<file path="src/gige_pcs_pkg.sv">
// Constants shared by the compatible receive path
package gige_pcs_pkg;
  localparam int LINK_PERIOD_NS = 160;
  localparam int CORE_PERIOD_NS = 20;
  localparam int GROUP_CYCLES = LINK_PERIOD_NS / CORE_PERIOD_NS;
  localparam logic [2:0] HALF_CYCLES = 3'(GROUP_CYCLES / 2);
  localparam logic [2:0] COMMA_LOCK_COUNT = 3'h4;
  localparam logic [1:0] SYNC_ACQ_COUNT = 2'h3;
  localparam logic [2:0] SYNC_LOSS_COUNT = 3'h4;
  localparam logic [7:0] PREAMBLE = 8'h55;
  localparam logic [9:0] K285_NEG = 10'h0FA;
  localparam logic [9:0] K285_POS = 10'h305;
  localparam logic [9:0] K277_NEG = 10'h368;
  localparam logic [9:0] K277_POS = 10'h097;
  localparam logic [9:0] K297_NEG = 10'h2E8;
  localparam logic [9:0] K297_POS = 10'h117;
  localparam logic [6:0] COMMA_NEG = 7'h1F;
  localparam logic [6:0] COMMA_POS = 7'h60;
  localparam logic [5:0] K28_NEG6 = 6'h0F;
  localparam logic [5:0] K28_POS6 = 6'h30;
  localparam int CFG_TBI = 0;
  localparam int CFG_STDPHY = 1;
  localparam int CFG_SYNCMODE = 2;
  localparam int CFG_CDET = 3;
  localparam int CFG_REFLOCK = 4;
  localparam int AXI_ADDR_W = 8;
  localparam logic [7:0] CTRL_OFS = 8'h00;
  localparam logic [7:0] STATUS_OFS = 8'h04;
  localparam int CTRL_EN_BIT = 0;
  localparam int CTRL_REALIGN_BIT = 1;
  localparam logic CTRL_EN_RESET = 1'b1;
  localparam int ST_BYTE_BIT = 0;
  localparam int ST_TBI_BIT = 1;
  localparam int ST_BYTEAL_BIT = 2;
  localparam int ST_SYNC_BIT = 3;
  localparam int ST_EOAL_BIT = 4;
  localparam logic [1:0] RESP_OKAY = 2'h0;
  localparam logic [1:0] RESP_SLVERR = 2'h2;
endpackage

</file>
<file path="src/code_group_decoder.sv">
// Ten-bit code group decoder with control and error flags
`timescale 1ns/100ps
module code_group_decoder (
  input wire logic [9:0] codeGroup,
  output logic [7:0] dataByte,
  output logic isCtrl,
  output logic isIdle,
  output logic isSop,
  output logic isEop,
  output logic hasComma,
  output logic isBad
);
  import gige_pcs_pkg::*;
  logic [4:0] low;
  logic [2:0] high;
  logic lowOk;
  logic highOk;
  always_comb
  begin
    lowOk = 1'b1;
    highOk = 1'b1;
    high = 3'h0;
    case (codeGroup[9:4])
      6'b100111, 6'b011000: low = 5'h00;
      6'b011101, 6'b100010: low = 5'h01;
      6'b101101, 6'b010010: low = 5'h02;
      6'b110001: low = 5'h03;
      6'b110101, 6'b001010: low = 5'h04;
      6'b101001: low = 5'h05;
      6'b011001: low = 5'h06;
      6'b111000, 6'b000111: low = 5'h07;
      6'b111001, 6'b000110: low = 5'h08;
      6'b100101: low = 5'h09;
      6'b010101: low = 5'h0A;
      6'b110100: low = 5'h0B;
      6'b001101: low = 5'h0C;
      6'b101100: low = 5'h0D;
      6'b011100: low = 5'h0E;
      6'b010111, 6'b101000: low = 5'h0F;
      6'b011011, 6'b100100: low = 5'h10;
      6'b100011: low = 5'h11;
      6'b010011: low = 5'h12;
      6'b110010: low = 5'h13;
      6'b001011: low = 5'h14;
      6'b101010: low = 5'h15;
      6'b011010: low = 5'h16;
      6'b111010, 6'b000101: low = 5'h17;
      6'b110011, 6'b001100: low = 5'h18;
      6'b100110: low = 5'h19;
      6'b010110: low = 5'h1A;
      6'b110110, 6'b001001: low = 5'h1B;
      6'b001110, 6'b001111, 6'b110000: low = 5'h1C;
      6'b101110, 6'b010001: low = 5'h1D;
      6'b011110, 6'b100001: low = 5'h1E;
      6'b101011, 6'b010100: low = 5'h1F;
      default:
      begin
        low = 5'h00;
        lowOk = 1'b0;
      end
    endcase
    case (codeGroup[3:0])
      4'b1011, 4'b0100: high = 3'h0;
      4'b1001: high = 3'h1;
      4'b0101: high = 3'h2;
      4'b1100, 4'b0011: high = 3'h3;
      4'b1101, 4'b0010: high = 3'h4;
      4'b1010: high = 3'h5;
      4'b0110: high = 3'h6;
      4'b1110, 4'b0001, 4'b0111, 4'b1000: high = 3'h7;
      default: highOk = 1'b0;
    endcase
    dataByte = {high, low};
    isIdle = codeGroup == K285_NEG || codeGroup == K285_POS;
    isSop = codeGroup == K277_NEG || codeGroup == K277_POS;
    isEop = codeGroup == K297_NEG || codeGroup == K297_POS;
    hasComma = codeGroup[9:3] == COMMA_NEG || codeGroup[9:3] == COMMA_POS;
    isCtrl = codeGroup[9:4] == K28_NEG6 || codeGroup[9:4] == K28_POS6 || isSop || isEop;
    isBad = !lowOk || !highOk;
  end
endmodule

</file>
<file path="src/gige_standard_phy_sel_pcs_interface.sv">
// Compatible byte and ten-bit receive alignment with transmit capture
`timescale 1ns/100ps
module gige_standard_phy_sel_pcs_interface (
  input wire logic core_clk,
  input wire logic nrst,
  input wire logic tenBitIfaceSel,
  input wire logic standardPhySel,
  input wire logic synchronizedModeSel,
  input wire logic recoveredClockSel,
  input wire logic txControlCharOrCommaEnable,
  input wire logic txChannelClock,
  input wire logic txChannelEnable,
  input wire logic txChannelForceError,
  input wire logic [7:0] txChannelData,
  input wire logic rxLinkClock,
  input wire logic [9:0] rxLinkWord,
  output logic rxChannelClock,
  output logic rxChannelClockSecondPhase,
  output logic [7:0] rxChannelData,
  output logic rxChannelError,
  output logic rxChannelDataValid,
  output logic rxCommaDetected,
  output logic rxExtraErrorFlag,
  output logic [9:0] txCodeWord,
  output logic txCodeIsTenBit,
  output logic txCodeStrobe,
  input wire logic [gige_pcs_pkg::AXI_ADDR_W-1:0] awaddr,
  input wire logic awvalid,
  output logic awready,
  input wire logic [31:0] wdata,
  input wire logic [3:0] wstrb,
  input wire logic wvalid,
  output logic wready,
  output logic [1:0] bresp,
  output logic bvalid,
  input wire logic bready,
  input wire logic [gige_pcs_pkg::AXI_ADDR_W-1:0] araddr,
  input wire logic arvalid,
  output logic arready,
  output logic [31:0] rdata,
  output logic [1:0] rresp,
  output logic rvalid,
  input wire logic rready
);
  import gige_pcs_pkg::*;

  typedef struct packed {
    logic lclkS1;
    logic lclkS2;
    logic lclkD;
    logic [9:0] rawS1;
    logic [9:0] rawS2;
    logic [4:0] cfgS1;
    logic [4:0] cfgS2;
    logic tclkS1;
    logic tclkS2;
    logic tclkD;
    logic [9:0] txS1;
    logic [9:0] txS2;
    logic [9:0] prevRaw;
    logic [3:0] off;
    logic [2:0] commaCnt;
    logic byteAl;
    logic streamSync;
    logic [1:0] syncCnt;
    logic [2:0] badCnt;
    logic expectData;
    logic eoAl;
    logic outEven;
    logic delayed;
    logic [9:0] lastGrp;
    logic [9:0] lastOut;
    logic inPkt;
    logic pktErr;
    logic [2:0] halfCnt;
    logic rxClkA;
    logic rxClkB;
    logic [7:0] rxData;
    logic rxErr;
    logic rxDv;
    logic rxComma;
    logic rxExtra;
    logic [9:0] txCode;
    logic txTen;
    logic txStrobe;
    logic ctrlEn;
    logic realign;
    logic awRdy;
    logic wRdy;
    logic awHeld;
    logic wHeld;
    logic [7:0] wAddr;
    logic [7:0] wData;
    logic wStrb;
    logic bValid;
    logic [1:0] bResp;
    logic arRdy;
    logic rValid;
    logic [31:0] rData;
    logic [1:0] rResp;
  } state_t;

  state_t s;
  state_t n;
  logic [19:0] win;
  logic [9:0] grp;
  logic [9:0] cand;
  logic cFound;
  logic [3:0] cOff;
  logic [7:0] dByte;
  logic dCtrl;
  logic dIdle;
  logic dSop;
  logic dEop;
  logic dComma;
  logic dBad;
  logic byteMode;
  logic tbiMode;
  logic commaEn;
  logic grpStrobe;
  logic txStrobeIn;
  logic hold;
  logic firstIdle;
  logic curEven;
  logic repeatNow;

  // Comma search over the ten bit offsets starting in the older of the last two words
  always_comb
  begin
    win = {s.prevRaw, s.rawS2};
    cFound = 1'b0;
    cOff = 4'h0;
    for (int k = 0; k < 10; k++)
    begin
      if (!cFound && (win[19-k -: 7] == COMMA_NEG || win[19-k -: 7] == COMMA_POS))
      begin
        cFound = 1'b1;
        cOff = 4'(k);
      end
    end
    grp = win[5'd19 - {1'b0, s.off} -: 10];
    cand = s.delayed ? s.lastGrp : grp;
  end

  code_group_decoder code_group_decoder_i (
    .codeGroup(cand),
    .dataByte(dByte),
    .isCtrl(dCtrl),
    .isIdle(dIdle),
    .isSop(dSop),
    .isEop(dEop),
    .hasComma(dComma),
    .isBad(dBad)
  );

  assign byteMode = !s.cfgS2[CFG_TBI] && s.cfgS2[CFG_STDPHY] && s.cfgS2[CFG_SYNCMODE];
  assign tbiMode = s.cfgS2[CFG_TBI] && s.cfgS2[CFG_STDPHY] && s.cfgS2[CFG_SYNCMODE];
  assign commaEn = s.cfgS2[CFG_CDET];
  assign grpStrobe = s.lclkS2 && !s.lclkD;
  assign txStrobeIn = s.tclkS2 && !s.tclkD;
  // Lock to reference in ten-bit mode parks the receiver
  assign hold = !(byteMode || tbiMode) || !s.ctrlEn || s.realign
    || (tbiMode && s.cfgS2[CFG_REFLOCK]);
  assign firstIdle = tbiMode && !s.eoAl && dIdle;
  assign curEven = firstIdle || s.outEven;
  assign repeatNow = tbiMode && s.eoAl && commaEn && dIdle && !s.outEven && !s.delayed;

  always_comb
  begin
    n = s;
    n.lclkS1 = rxLinkClock;
    n.lclkS2 = s.lclkS1;
    n.lclkD = s.lclkS2;
    n.rawS1 = rxLinkWord;
    n.rawS2 = s.rawS1;
    n.cfgS1 = {recoveredClockSel, txControlCharOrCommaEnable, synchronizedModeSel,
      standardPhySel, tenBitIfaceSel};
    n.cfgS2 = s.cfgS1;
    n.tclkS1 = txChannelClock;
    n.tclkS2 = s.tclkS1;
    n.tclkD = s.tclkS2;
    n.txS1 = {txChannelForceError, txChannelEnable, txChannelData};
    n.txS2 = s.txS1;
    n.realign = 1'b0;
    n.txStrobe = 1'b0;
    // Transmit capture; the control-character input never reaches the code word
    if (txStrobeIn && (byteMode || tbiMode))
    begin
      n.txCode = s.txS2;
      if (tbiMode)
      begin
        n.txCode = {<<{s.txS2}};
      end
      n.txTen = tbiMode;
      n.txStrobe = 1'b1;
    end
    // Byte-mode receive clock rises half a group after the data change
    if (byteMode && !s.rxClkA)
    begin
      n.halfCnt = s.halfCnt + 3'h1;
      if (s.halfCnt == HALF_CYCLES - 3'h1)
      begin
        n.rxClkA = 1'b1;
      end
    end
    if (grpStrobe)
    begin
      n.prevRaw = s.rawS2;
      n.rxClkA = 1'b0;
      n.halfCnt = 3'h0;
      if (tbiMode)
      begin
        // Aligned on the first comma; later commas move the offset only when enabled
        if (cFound && (!s.byteAl || (commaEn && cOff != s.off)))
        begin
          n.off = cOff;
          n.byteAl = 1'b1;
        end
      end
      else if (cFound && !s.byteAl)
      begin
        n.off = cOff;
        n.commaCnt = (cOff == s.off) ? s.commaCnt + 3'h1 : 3'h1;
        n.byteAl = n.commaCnt == COMMA_LOCK_COUNT;
      end
      if (byteMode && s.byteAl)
      begin
        n.badCnt = dBad ? s.badCnt + 3'h1 : 3'h0;
        n.expectData = dIdle;
        if (dBad)
        begin
          n.syncCnt = 2'h0;
        end
        else if (!s.streamSync && s.expectData && !dCtrl)
        begin
          n.syncCnt = s.syncCnt + 2'h1;
        end
        if (n.syncCnt == SYNC_ACQ_COUNT)
        begin
          n.streamSync = 1'b1;
        end
        if (n.badCnt == SYNC_LOSS_COUNT)
        begin
          n.streamSync = 1'b0;
          n.byteAl = 1'b0;
          n.commaCnt = 3'h0;
          n.syncCnt = 2'h0;
          n.badCnt = 3'h0;
        end
      end
      if (byteMode)
      begin
        n.pktErr = 1'b0;
        if (!(s.byteAl && s.streamSync))
        begin
          n.inPkt = 1'b0;
          n.rxDv = 1'b0;
          n.rxData = 8'h00;
        end
        else if (dSop)
        begin
          n.rxData = PREAMBLE;
          n.rxDv = 1'b1;
          n.inPkt = 1'b1;
        end
        else if (s.inPkt && dEop)
        begin
          // Last data byte went out on the previous group
          n.rxDv = 1'b0;
          n.inPkt = 1'b0;
          n.rxData = 8'h00;
        end
        else if (s.inPkt)
        begin
          n.rxData = dByte;
          n.pktErr = dBad;
        end
        else
        begin
          n.rxData = 8'h00;
        end
      end
      else if (tbiMode)
      begin
        n.lastGrp = grp;
        n.eoAl = s.eoAl || firstIdle;
        n.outEven = !curEven;
        n.rxClkB = curEven;
        n.rxClkA = !curEven;
        if (repeatNow)
        begin
          n.delayed = 1'b1;
          {n.rxErr, n.rxDv, n.rxData} = {<<{s.lastOut}};
          n.rxComma = 1'b0;
          n.rxExtra = 1'b0;
        end
        else
        begin
          n.lastOut = cand;
          {n.rxErr, n.rxDv, n.rxData} = {<<{cand}};
          n.rxComma = dComma;
          n.rxExtra = dBad;
        end
      end
    end
    if (hold)
    begin
      n.byteAl = 1'b0;
      n.streamSync = 1'b0;
      n.commaCnt = 3'h0;
      n.syncCnt = 2'h0;
      n.badCnt = 3'h0;
      n.expectData = 1'b0;
      n.eoAl = 1'b0;
      n.delayed = 1'b0;
      n.inPkt = 1'b0;
      n.pktErr = 1'b0;
      n.rxDv = 1'b0;
      n.rxComma = 1'b0;
      n.rxExtra = 1'b0;
    end
    if (byteMode)
    begin
      n.rxErr = !(n.byteAl && n.streamSync) || n.pktErr;
      n.rxClkB = 1'b0;
      n.rxComma = 1'b0;
      n.rxExtra = 1'b0;
    end
    else if (!tbiMode)
    begin
      n.rxData = 8'h00;
      n.rxErr = 1'b0;
      n.rxClkA = 1'b0;
      n.rxClkB = 1'b0;
    end
    // Register slave
    if (s.bValid && bready)
    begin
      n.bValid = 1'b0;
    end
    if (awvalid && s.awRdy)
    begin
      n.awHeld = 1'b1;
      n.wAddr = awaddr;
    end
    if (wvalid && s.wRdy)
    begin
      n.wHeld = 1'b1;
      n.wData = wdata[7:0];
      n.wStrb = wstrb[0];
    end
    if (s.awHeld && s.wHeld && !s.bValid)
    begin
      n.awHeld = 1'b0;
      n.wHeld = 1'b0;
      n.bValid = 1'b1;
      n.bResp = RESP_OKAY;
      if (s.wAddr == CTRL_OFS)
      begin
        if (s.wStrb)
        begin
          n.ctrlEn = s.wData[CTRL_EN_BIT];
          n.realign = s.wData[CTRL_REALIGN_BIT];
        end
      end
      else if (s.wAddr != STATUS_OFS)
      begin
        n.bResp = RESP_SLVERR;
      end
    end
    n.awRdy = !n.awHeld && !n.bValid;
    n.wRdy = !n.wHeld && !n.bValid;
    if (s.rValid && rready)
    begin
      n.rValid = 1'b0;
    end
    if (arvalid && s.arRdy)
    begin
      n.rValid = 1'b1;
      n.rData = 32'h0000_0000;
      n.rResp = RESP_OKAY;
      if (araddr == CTRL_OFS)
      begin
        n.rData[CTRL_EN_BIT] = s.ctrlEn;
      end
      else if (araddr == STATUS_OFS)
      begin
        n.rData[ST_BYTE_BIT] = byteMode;
        n.rData[ST_TBI_BIT] = tbiMode;
        n.rData[ST_BYTEAL_BIT] = s.byteAl;
        n.rData[ST_SYNC_BIT] = s.streamSync;
        n.rData[ST_EOAL_BIT] = s.eoAl;
      end
      else
      begin
        n.rResp = RESP_SLVERR;
      end
    end
    n.arRdy = !n.rValid;
  end

  always_ff @(posedge core_clk)
  begin
    if (!nrst)
    begin
      s <= '0;
      s.ctrlEn <= CTRL_EN_RESET;
    end
    else
    begin
      s <= n;
    end
  end

  assign rxChannelClock = s.rxClkA;
  assign rxChannelClockSecondPhase = s.rxClkB;
  assign rxChannelData = s.rxData;
  assign rxChannelError = s.rxErr;
  assign rxChannelDataValid = s.rxDv;
  assign rxCommaDetected = s.rxComma;
  assign rxExtraErrorFlag = s.rxExtra;
  assign txCodeWord = s.txCode;
  assign txCodeIsTenBit = s.txTen;
  assign txCodeStrobe = s.txStrobe;
  assign awready = s.awRdy;
  assign wready = s.wRdy;
  assign bvalid = s.bValid;
  assign bresp = s.bResp;
  assign arready = s.arRdy;
  assign rvalid = s.rValid;
  assign rdata = s.rData;
  assign rresp = s.rResp;
endmodule

</file>
<file path="config.mk">
export PLATFORM = sky130hd
export DESIGN_NAME = gige_standard_phy_sel_pcs_interface
export DESIGN_NICKNAME = d
export VERILOG_FILES = /design/src/gige_pcs_pkg.sv /design/src/code_group_decoder.sv /design/src/gige_standard_phy_sel_pcs_interface.sv
export SDC_FILE = /design/constraint.sdc
export NUM_CORES = 1
export LEC_CHECK = 0
export BUFFER_PORTS_ARGS = -buffer_cell sky130_fd_sc_hd__clkbuf_2
export CAP_MARGIN = 0
export CORE_ASPECT_RATIO = 0.75
export CORE_UTILIZATION = 57
export DETAILED_ROUTE_END_ITERATION = 12
export PLACE_DENSITY = 0.8
export SYNTH_ARGS = -nofsm -noshare
export SYNTH_HDL_FRONTEND = slang
export SYNTH_SLANG_ARGS = --single-unit
</file>
<file path="constraint.sdc">
create_clock -name core_clk -period 4.6 [get_ports core_clk]
set_input_delay 0.46 -clock core_clk [delete_from_list [all_inputs] [get_ports core_clk]]
set_output_delay 0.46 -clock core_clk [all_outputs]
set_load 0.02 [all_outputs]
</file>
# After elaboration in Yosys (flattened, before gate mapping)
# Index checks and enable logic that the tools add are counted.
[totals]
reg_bits = 164
in_bits = 86
[classes]
add_sub_neg = 5
eq_ne = 102
n_shift = 1
mux = 87
bitwise_logic = 4
reduce_logical = 135
[op_table]
columns = ["cell", "n"]
rows = [
  ["one-hot mux 5 bit (31 select lines)", 1],
  ["equality test 6 bit, second input constant", 24],
  ["equality test 6 x 5 -> 1 bit, second input constant", 14],
  ["equality test 7 x 5 -> 1 bit, second input constant", 11],
  ["equality test 7 bit, second input constant", 11],
  ["two-way mux 8 bit", 7],
  ["two-way mux 50 bit", 1],
  ["two-way mux 4 bit", 12],
  ["OR reduction 48 bit", 1],
  ["two-way mux 23 bit", 2],
  ["logical AND 1 bit", 43],
  ["equality test 6 x 4 -> 1 bit, second input constant", 7],
  ["two-way mux 10 bit", 4],
  ["two-way mux 1 bit", 36],
  ["two-way mux 35 bit", 1],
  ["OR reduction 2 bit", 17],
  ["equality test 10 bit, second input constant", 3],
  ["logical NOT 1 bit", 30],
  ["indexed part select 29 x 6 -> 10 bit", 1],
  ["equality test 4 bit, second input constant", 7],
  ["logical OR 1 bit", 26],
  ["two-way mux 2 bit", 12],
  ["two-way mux 11 bit", 2],
  ["one-hot mux 3 bit (7 select lines)", 1],
  ["34 further kinds", 60],
]

# Longest topological paths before layout
[logic_depth]
depth_word = 44
depth_mapped = 19

# Cells and area by module
# A second synthesis with hierarchy kept.
[hier_totals]
hier_cells = 1068
hier_area_um2 = 8962.3
[modules_own_cells]
columns = ["module", "instances", "cells_each", "area_per_inst_um2", "seq_area_each_um2"]
rows = [
  ["gige_standard_phy_sel_pcs_interface", 1, 941, 8147.8, 3243.1],
  ["code_group_decoder", 1, 127, 814.5, 0.0],
]

# Worst setup path before layout
# Ideal clock, no wire load.
[synth_timing]
path_kind = "register -> register"
startpoint = "register s[129] (netlist name)"
endpoint = "register s[122] (netlist name)"
setup_time_ps = 116
t_arrival_ps = 4057
t_required_ps = 4484
slack_ps = 427
stages_incl_launch_ff = 18
path_buffers = 4
synth_period_minus_slack_ps = 4173
cell_sequence = "dfxtp_1 > buf_2 > buf_2 > inv_1 > ha_1 > clkbuf_1 > clkbuf_1 > mux4_2 > o22a_1 > a32o_1 > mux2_2 > nand4_4 > nor2_1 > or4b_1 > nor3_2 > xor2_1 > a31o_2 > and3b_1"
[synth_between]
elab_chain_len = 19
[synth_rtl]
columns = ["element", "line_no", "text"]
rows = [
  ["start, declared", "gige_standard_phy_sel_pcs_interface.sv:103", "state_t s;"],
  ["start signal, assigned", "gige_standard_phy_sel_pcs_interface.sv:411", "s <= n;"],
  ["subtractor 5 x 4 -> 5 bit *", "gige_standard_phy_sel_pcs_interface.sv:141", "grp = win[5'd19 - {1'b0, s.off} -: 10];"],
  ["indexed part select 29 x 6 -> 10 bit *", "gige_standard_phy_sel_pcs_interface.sv:141", ""],
  ["two-way mux 10 bit *", "gige_standard_phy_sel_pcs_interface.sv:142", "cand = s.delayed ? s.lastGrp : grp;"],
  ["parallel branches: the longest is 12 deep, another holds OR reduction 48 bit", "-", ""],
  ["two-way mux 10 bit *", "gige_standard_phy_sel_pcs_interface.sv:242", "if (n.badCnt == SYNC_LOSS_COUNT)"],
  ["two-way mux 11 bit *", "gige_standard_phy_sel_pcs_interface.sv:226", "if (byteMode && s.byteAl)"],
  ["two-way mux 50 bit *", "gige_standard_phy_sel_pcs_interface.sv:206", "if (grpStrobe)"],
  ["two-way mux 9 bit *", "gige_standard_phy_sel_pcs_interface.sv:306", "if (hold)"],
]
# Every way passes the cells marked *. The select of a mux whose other input is x is not followed.
# A chain may end at the register's enable or synchronous reset.

# Worst setup path in the final report
[layout_timing]
startpoint = "register s[130] (netlist name)"
endpoint = "register s, in the netlist rxChannelData[2]"
[layout_between]
elab_chain_len = 14
[layout_rtl]
columns = ["element", "line_no", "text"]
rows = [
  ["subtractor 5 x 4 -> 5 bit *", "gige_standard_phy_sel_pcs_interface.sv:141", ""],
  ["indexed part select 29 x 6 -> 10 bit *", "gige_standard_phy_sel_pcs_interface.sv:141", ""],
  ["two-way mux 10 bit *", "gige_standard_phy_sel_pcs_interface.sv:142", ""],
  ["equality test 6 x 4 -> 1 bit, or another cell as far along", "code_group_decoder.sv:23", "case (codeGroup[9:4])"],
  ["OR reduction 3 bit, or another cell as far along", "code_group_decoder.sv:23", ""],
  ["one-hot mux 5 bit (31 select lines) / logical AND 1 bit (equally long branches)", "code_group_decoder.sv:23, gige_standard_phy_sel_pcs_interface.sv:166", ""],
  ["two-way mux 8 bit / logical AND 1 bit (equally long branches)", "gige_standard_phy_sel_pcs_interface.sv:273, gige_standard_phy_sel_pcs_interface.sv:166", ""],
  ["two-way mux 8 bit / logical AND 1 bit (equally long branches)", "gige_standard_phy_sel_pcs_interface.sv:266, gige_standard_phy_sel_pcs_interface.sv:166", ""],
  ["two-way mux 8 bit / two-way mux 12 bit (equally long branches)", "gige_standard_phy_sel_pcs_interface.sv:260, gige_standard_phy_sel_pcs_interface.sv:290", ""],
  ["two-way mux 8 bit / two-way mux 14 bit (equally long branches)", "gige_standard_phy_sel_pcs_interface.sv:254, gige_standard_phy_sel_pcs_interface.sv:283", ""],
  ["two-way mux 8 bit *", "gige_standard_phy_sel_pcs_interface.sv:251", "if (byteMode)"],
  ["two-way mux 50 bit *", "gige_standard_phy_sel_pcs_interface.sv:206", ""],
  ["two-way mux 11 bit", "gige_standard_phy_sel_pcs_interface.sv:329", "else if (!tbiMode)"],
  ["two-way mux 8 bit *", "gige_standard_phy_sel_pcs_interface.sv:322", "if (byteMode)"],
]
# Every way passes the cells marked *; elsewhere a longest branch is shown, timed or not. The select of a mux whose other input is x is not followed.

==> summary.txt <==
Clocking
  • CTS Buf Count: 17
  • Cell at the root of the clock tree: sky130_fd_sc_hd__clkbuf_16
  • CTS tree: done
  • Buffer count from post-CTS setup fixing: 0
  • Hold Buf Count CTS: 0
  • Number of sinks handled by clock tree synthesis: 162
  • Number of levels in the clock H-tree: 4
  • Skew-Pair Late Insertion Delay: 430 ps
  • Total of cells resized after clock tree synthesis: 0
  • Worst-case clock buffer depth: 2
  • Clock-pin slew on the worst setup and hold paths: 70 ps

Worst setup path
  • Endpoint type of the worst setup path: register
  • Start of the worst register-to-register path: s[130]
  • Data arrival, critical path: 4690 ps
  • CP Launch Type: register
  • Endpoint of the worst register-to-register path: rxChannelData[2]
  • Flop2flop setup slack: 270 ps
  • CP required: 4970 ps
  • Worst setup path class: reg2reg
  • Worst Path Max Fanout: 15
  • Number of cell instances on the worst register-to-register path: 14

Power
  • Final Total Pwr: 3068 uW
  • Reported net switching power: 822.5 uW
  • Int Pwr: 2245 uW
  • Sequential power share: 47.7%
  • Clock group share of total power: 44.4%
  • Relative contribution of combinational cells to total power: 8.0%
  • Worst supply voltage drop on vdd: 0.2349 mV
  • Power density over cell area: 303.5 nW/um^2
  • Lkg Pwr: 0.003797 uW
  • Net switching share of the total power: 26.81%

STA
  • Share of the clock period used by the worst path after layout: 94.04%
  • Transition time at the pin with the least slew margin: 959.6 ps
  • Number of setup violations in the final report: 0
  • Count of endpoints failing hold in the final timing report: 0
  • Sum Neg Setup Slack: 0 ps
  • Unrepaired setup endpoints after global routing: false
  • Pins over their slew limit: 0
  • Headroom to the max-slew limit: 35.89%
  • Final clock skew: 18.01 ps
  • Shortest clock period the worst path allows after layout: 4326 ps
  • Max Freq: 231.2 MHz

Floorplanning
  • Die outline height: 111.9 um
  • Die Span X: 148.6 um
  • Count of standard-cell rows: 39
  • Placeable core region: 15470 um^2
  • Starting density of the core: 59.36%
  • Die ar.: 16630 um^2
  • Number of top-level design ports: 153

Synth
  • Asr flop ratio synth: 0%
  • Cells after Synth: 1123
  • Number of storage elements in the synthesis netlist: 162
  • Yosys warnings: 0
  • Post-synthesis cell type count: 87
  • Avg Cell Area, Syn: 8.177 um^2
  • Mapped Area: 9183 um^2
  • Number of synthesized flops with an enable pin: 0
  • Most used flip-flop cell after synthesis: sky130_fd_sc_hd__dfxtp_1
  • Sequential fraction of the synthesis area: 35.32%

Routing
  • Total Wirelength: 24.20 mm
  • Post-route DRC: 0
  • Routed vias/inst: 6.058
  • Number of detailed-route iterations in the first pass: 6
  • Vias after detailed routing: 8408
  • Number of DRC violations after detailed-routing iteration 0: 821
  • Remaining antenna violation count after routing: 0
  • Detailed-route wire length per cell: 17.43 um

Cells and area
  • Area added between synthesis and finish: 10.08%
  • Antenna Diode Count: 0
  • Fin util: 65.35%
  • Final net count: 1261
  • Layout cells sized above 1: 18.01%

Global routing
  • Global route total overflow: 0
  • Largest net degree at the start of global routing: 62
  • Initial antenna violation count: 0
  • GRT Total Usage: 29.77%
  • Wire length of the first global-routing pass: 39.12 mm
  • Number of global-route vias before repair: 7631

Placement
  • Post-detail-place hpwl: 16.99 mm
  • Global placement routability congestion: 0.9837
  • Port Buf Inserts: 90

Min path
  • Worst hold path class: in2reg
  • Worst hold path endpoint: n[147]
  • WHS Path Cells: 2
  • Worst hold path startpoint: txChannelData[6]

Job
  • Maximum capacitance violations: 0

Outcome
  • Result of the run: finished, final reports clean
[cell usage after synthesis (19+ instances only)]
library cell,count,area share (%)
sky130_fd_sc_hd__nand3_1,28,1.5
sky130_fd_sc_hd__dfxtp_1,162,35
sky130_fd_sc_hd__clkbuf_1,55,2.2
sky130_fd_sc_hd__a21oi_1,80,4.4
sky130_fd_sc_hd__nor2_1,104,4.3
sky130_fd_sc_hd__o21ai_0,43,2.3
sky130_fd_sc_hd__nand2_1,130,5.3
sky130_fd_sc_hd__inv_1,20,0.82
sky130_fd_sc_hd__a311oi_1,19,1.8
sky130_fd_sc_hd__and2_1,67,4.6
sky130_fd_sc_hd__nand2b_1,20,1.4
sky130_fd_sc_hd__buf_4,57,4.7
sky130_fd_sc_hd__mux2i_1,36,3.9
sky130_fd_sc_hd__nor3_1,32,1.7
[worst max-delay path by stage]
stage | depth (start not counted) | end | slack (ps) | start
after CTS | 14 | rxChannelData[2] | 370 | s[130]
final | 14 | rxChannelData[2] | 270 | s[130]
after global placement | 14 | s[122] | 400 | s[130]
after global routing | 15 | rxChannelData[2] | 50 | s[130]
after detailed placement | 14 | s[122] | 400 | s[130]
after floorplan | 17 | s[122] | 430 | s[129]
[layout make-up]
cell class              count  area [um^2]
clock buffers              18        429.2
well taps                 205        256.5
flip-flops and latches    162         3243
inverters                  23        86.33
fillers                  1275         5360
repair buffers            133        785.8
clock inverters            14        136.4
multi-input cells         833         5171
[cell usage in the layout (no fill, tap or decap), types with 20 or more instances in the layout]
cell type | synthesis | routed
sky130_fd_sc_hd__nand2_1 | 130 | 130
sky130_fd_sc_hd__buf_4 | 57 | 42
sky130_fd_sc_hd__nand2b_1 | 20 | 20
sky130_fd_sc_hd__conb_1 | 1 | 29
sky130_fd_sc_hd__nor3_1 | 32 | 32
sky130_fd_sc_hd__mux2i_1 | 36 | 36
sky130_fd_sc_hd__o21ai_0 | 43 | 43
sky130_fd_sc_hd__nor2_1 | 104 | 104
sky130_fd_sc_hd__clkbuf_2 | 0 | 90
sky130_fd_sc_hd__a21oi_1 | 80 | 80
sky130_fd_sc_hd__and2_1 | 67 | 67
sky130_fd_sc_hd__nand3_1 | 28 | 28
sky130_fd_sc_hd__inv_1 | 20 | 20
sky130_fd_sc_hd__dfxtp_1 | 162 | 162
[power by group through the flow]
stage	logic, uW	registers [uW]	clock network [uW]
CTS	240	1460	1370
finish	244	1460	1360
floorplan	190	1490	0
global route	266	1470	1440
detailed placement	238	1490	0
global placement	237	1490	0
[flip-flops by register name, summed over array words and instances (netlist names), 5 cells and up]
register,flops
rdata,5
n,29
txCodeWord,10
rxChannelData,8
s,94
[logic make-up (layout without fill, tap and decap cells)]
| family | after synthesis | after routing | share of synthesized area [%] |
|---|---|---|---|
| XOR/XNOR | 9 | 9 | 0.8585 |
| flip-flops | 162 | 162 | 35.32 |
| buffers and inverters | 156 | 188 | 9.511 |
| other | 1 | 29 | 0.04084 |
| multiplexers | 55 | 55 | 7.481 |
| AND/OR/NAND/NOR | 458 | 458 | 24.66 |
| adder cells (fa/ha/maj) | 7 | 7 | 0.8993 |
| AO/OA/AOI/OAI | 275 | 275 | 21.23 |
[metrics by stage]
stage	cell area [um^2]	cells	setup WS, ps	hold slack (ps)
6_report	10110	1388	274.3	230.4
2_1_floorplan	9288	1151	427.2	409.9
3_3_place_gp	9543	1356	403.2	413.4
4_1_cts	10110	1388	366.0	221.4
5_1_grt	10110	1388	47.46	225.8
3_5_place_dp	9543	1356	397.5	417.7
[worst max-delay path: stages (launching register included)]
cell and delay [ps]:
sky130_fd_sc_hd__dfxtp_1 410, sky130_fd_sc_hd__inv_1 100, sky130_fd_sc_hd__ha_1 520, sky130_fd_sc_hd__buf_4 230, sky130_fd_sc_hd__mux4_2 310, sky130_fd_sc_hd__o22a_1 200, sky130_fd_sc_hd__a32o_1 290, sky130_fd_sc_hd__mux2_2 420
sky130_fd_sc_hd__nor2_1 260, sky130_fd_sc_hd__nand3_1 120, sky130_fd_sc_hd__o31ai_2 440, sky130_fd_sc_hd__a311o_1 390, sky130_fd_sc_hd__a21oi_1 90, sky130_fd_sc_hd__nor4_1 300, sky130_fd_sc_hd__a31o_2 160
[metal layers]
layer  vias to the layer above  track usage, %  wire length, um
met5                         -               0                0
met1                      3904           42.97            11100
met2                       418           43.71            10360
li1                       4059               -                -
met4                         0           8.385              301
met3                        27           7.254             2437
Note: power is estimated with default switching activity, not from simulation.
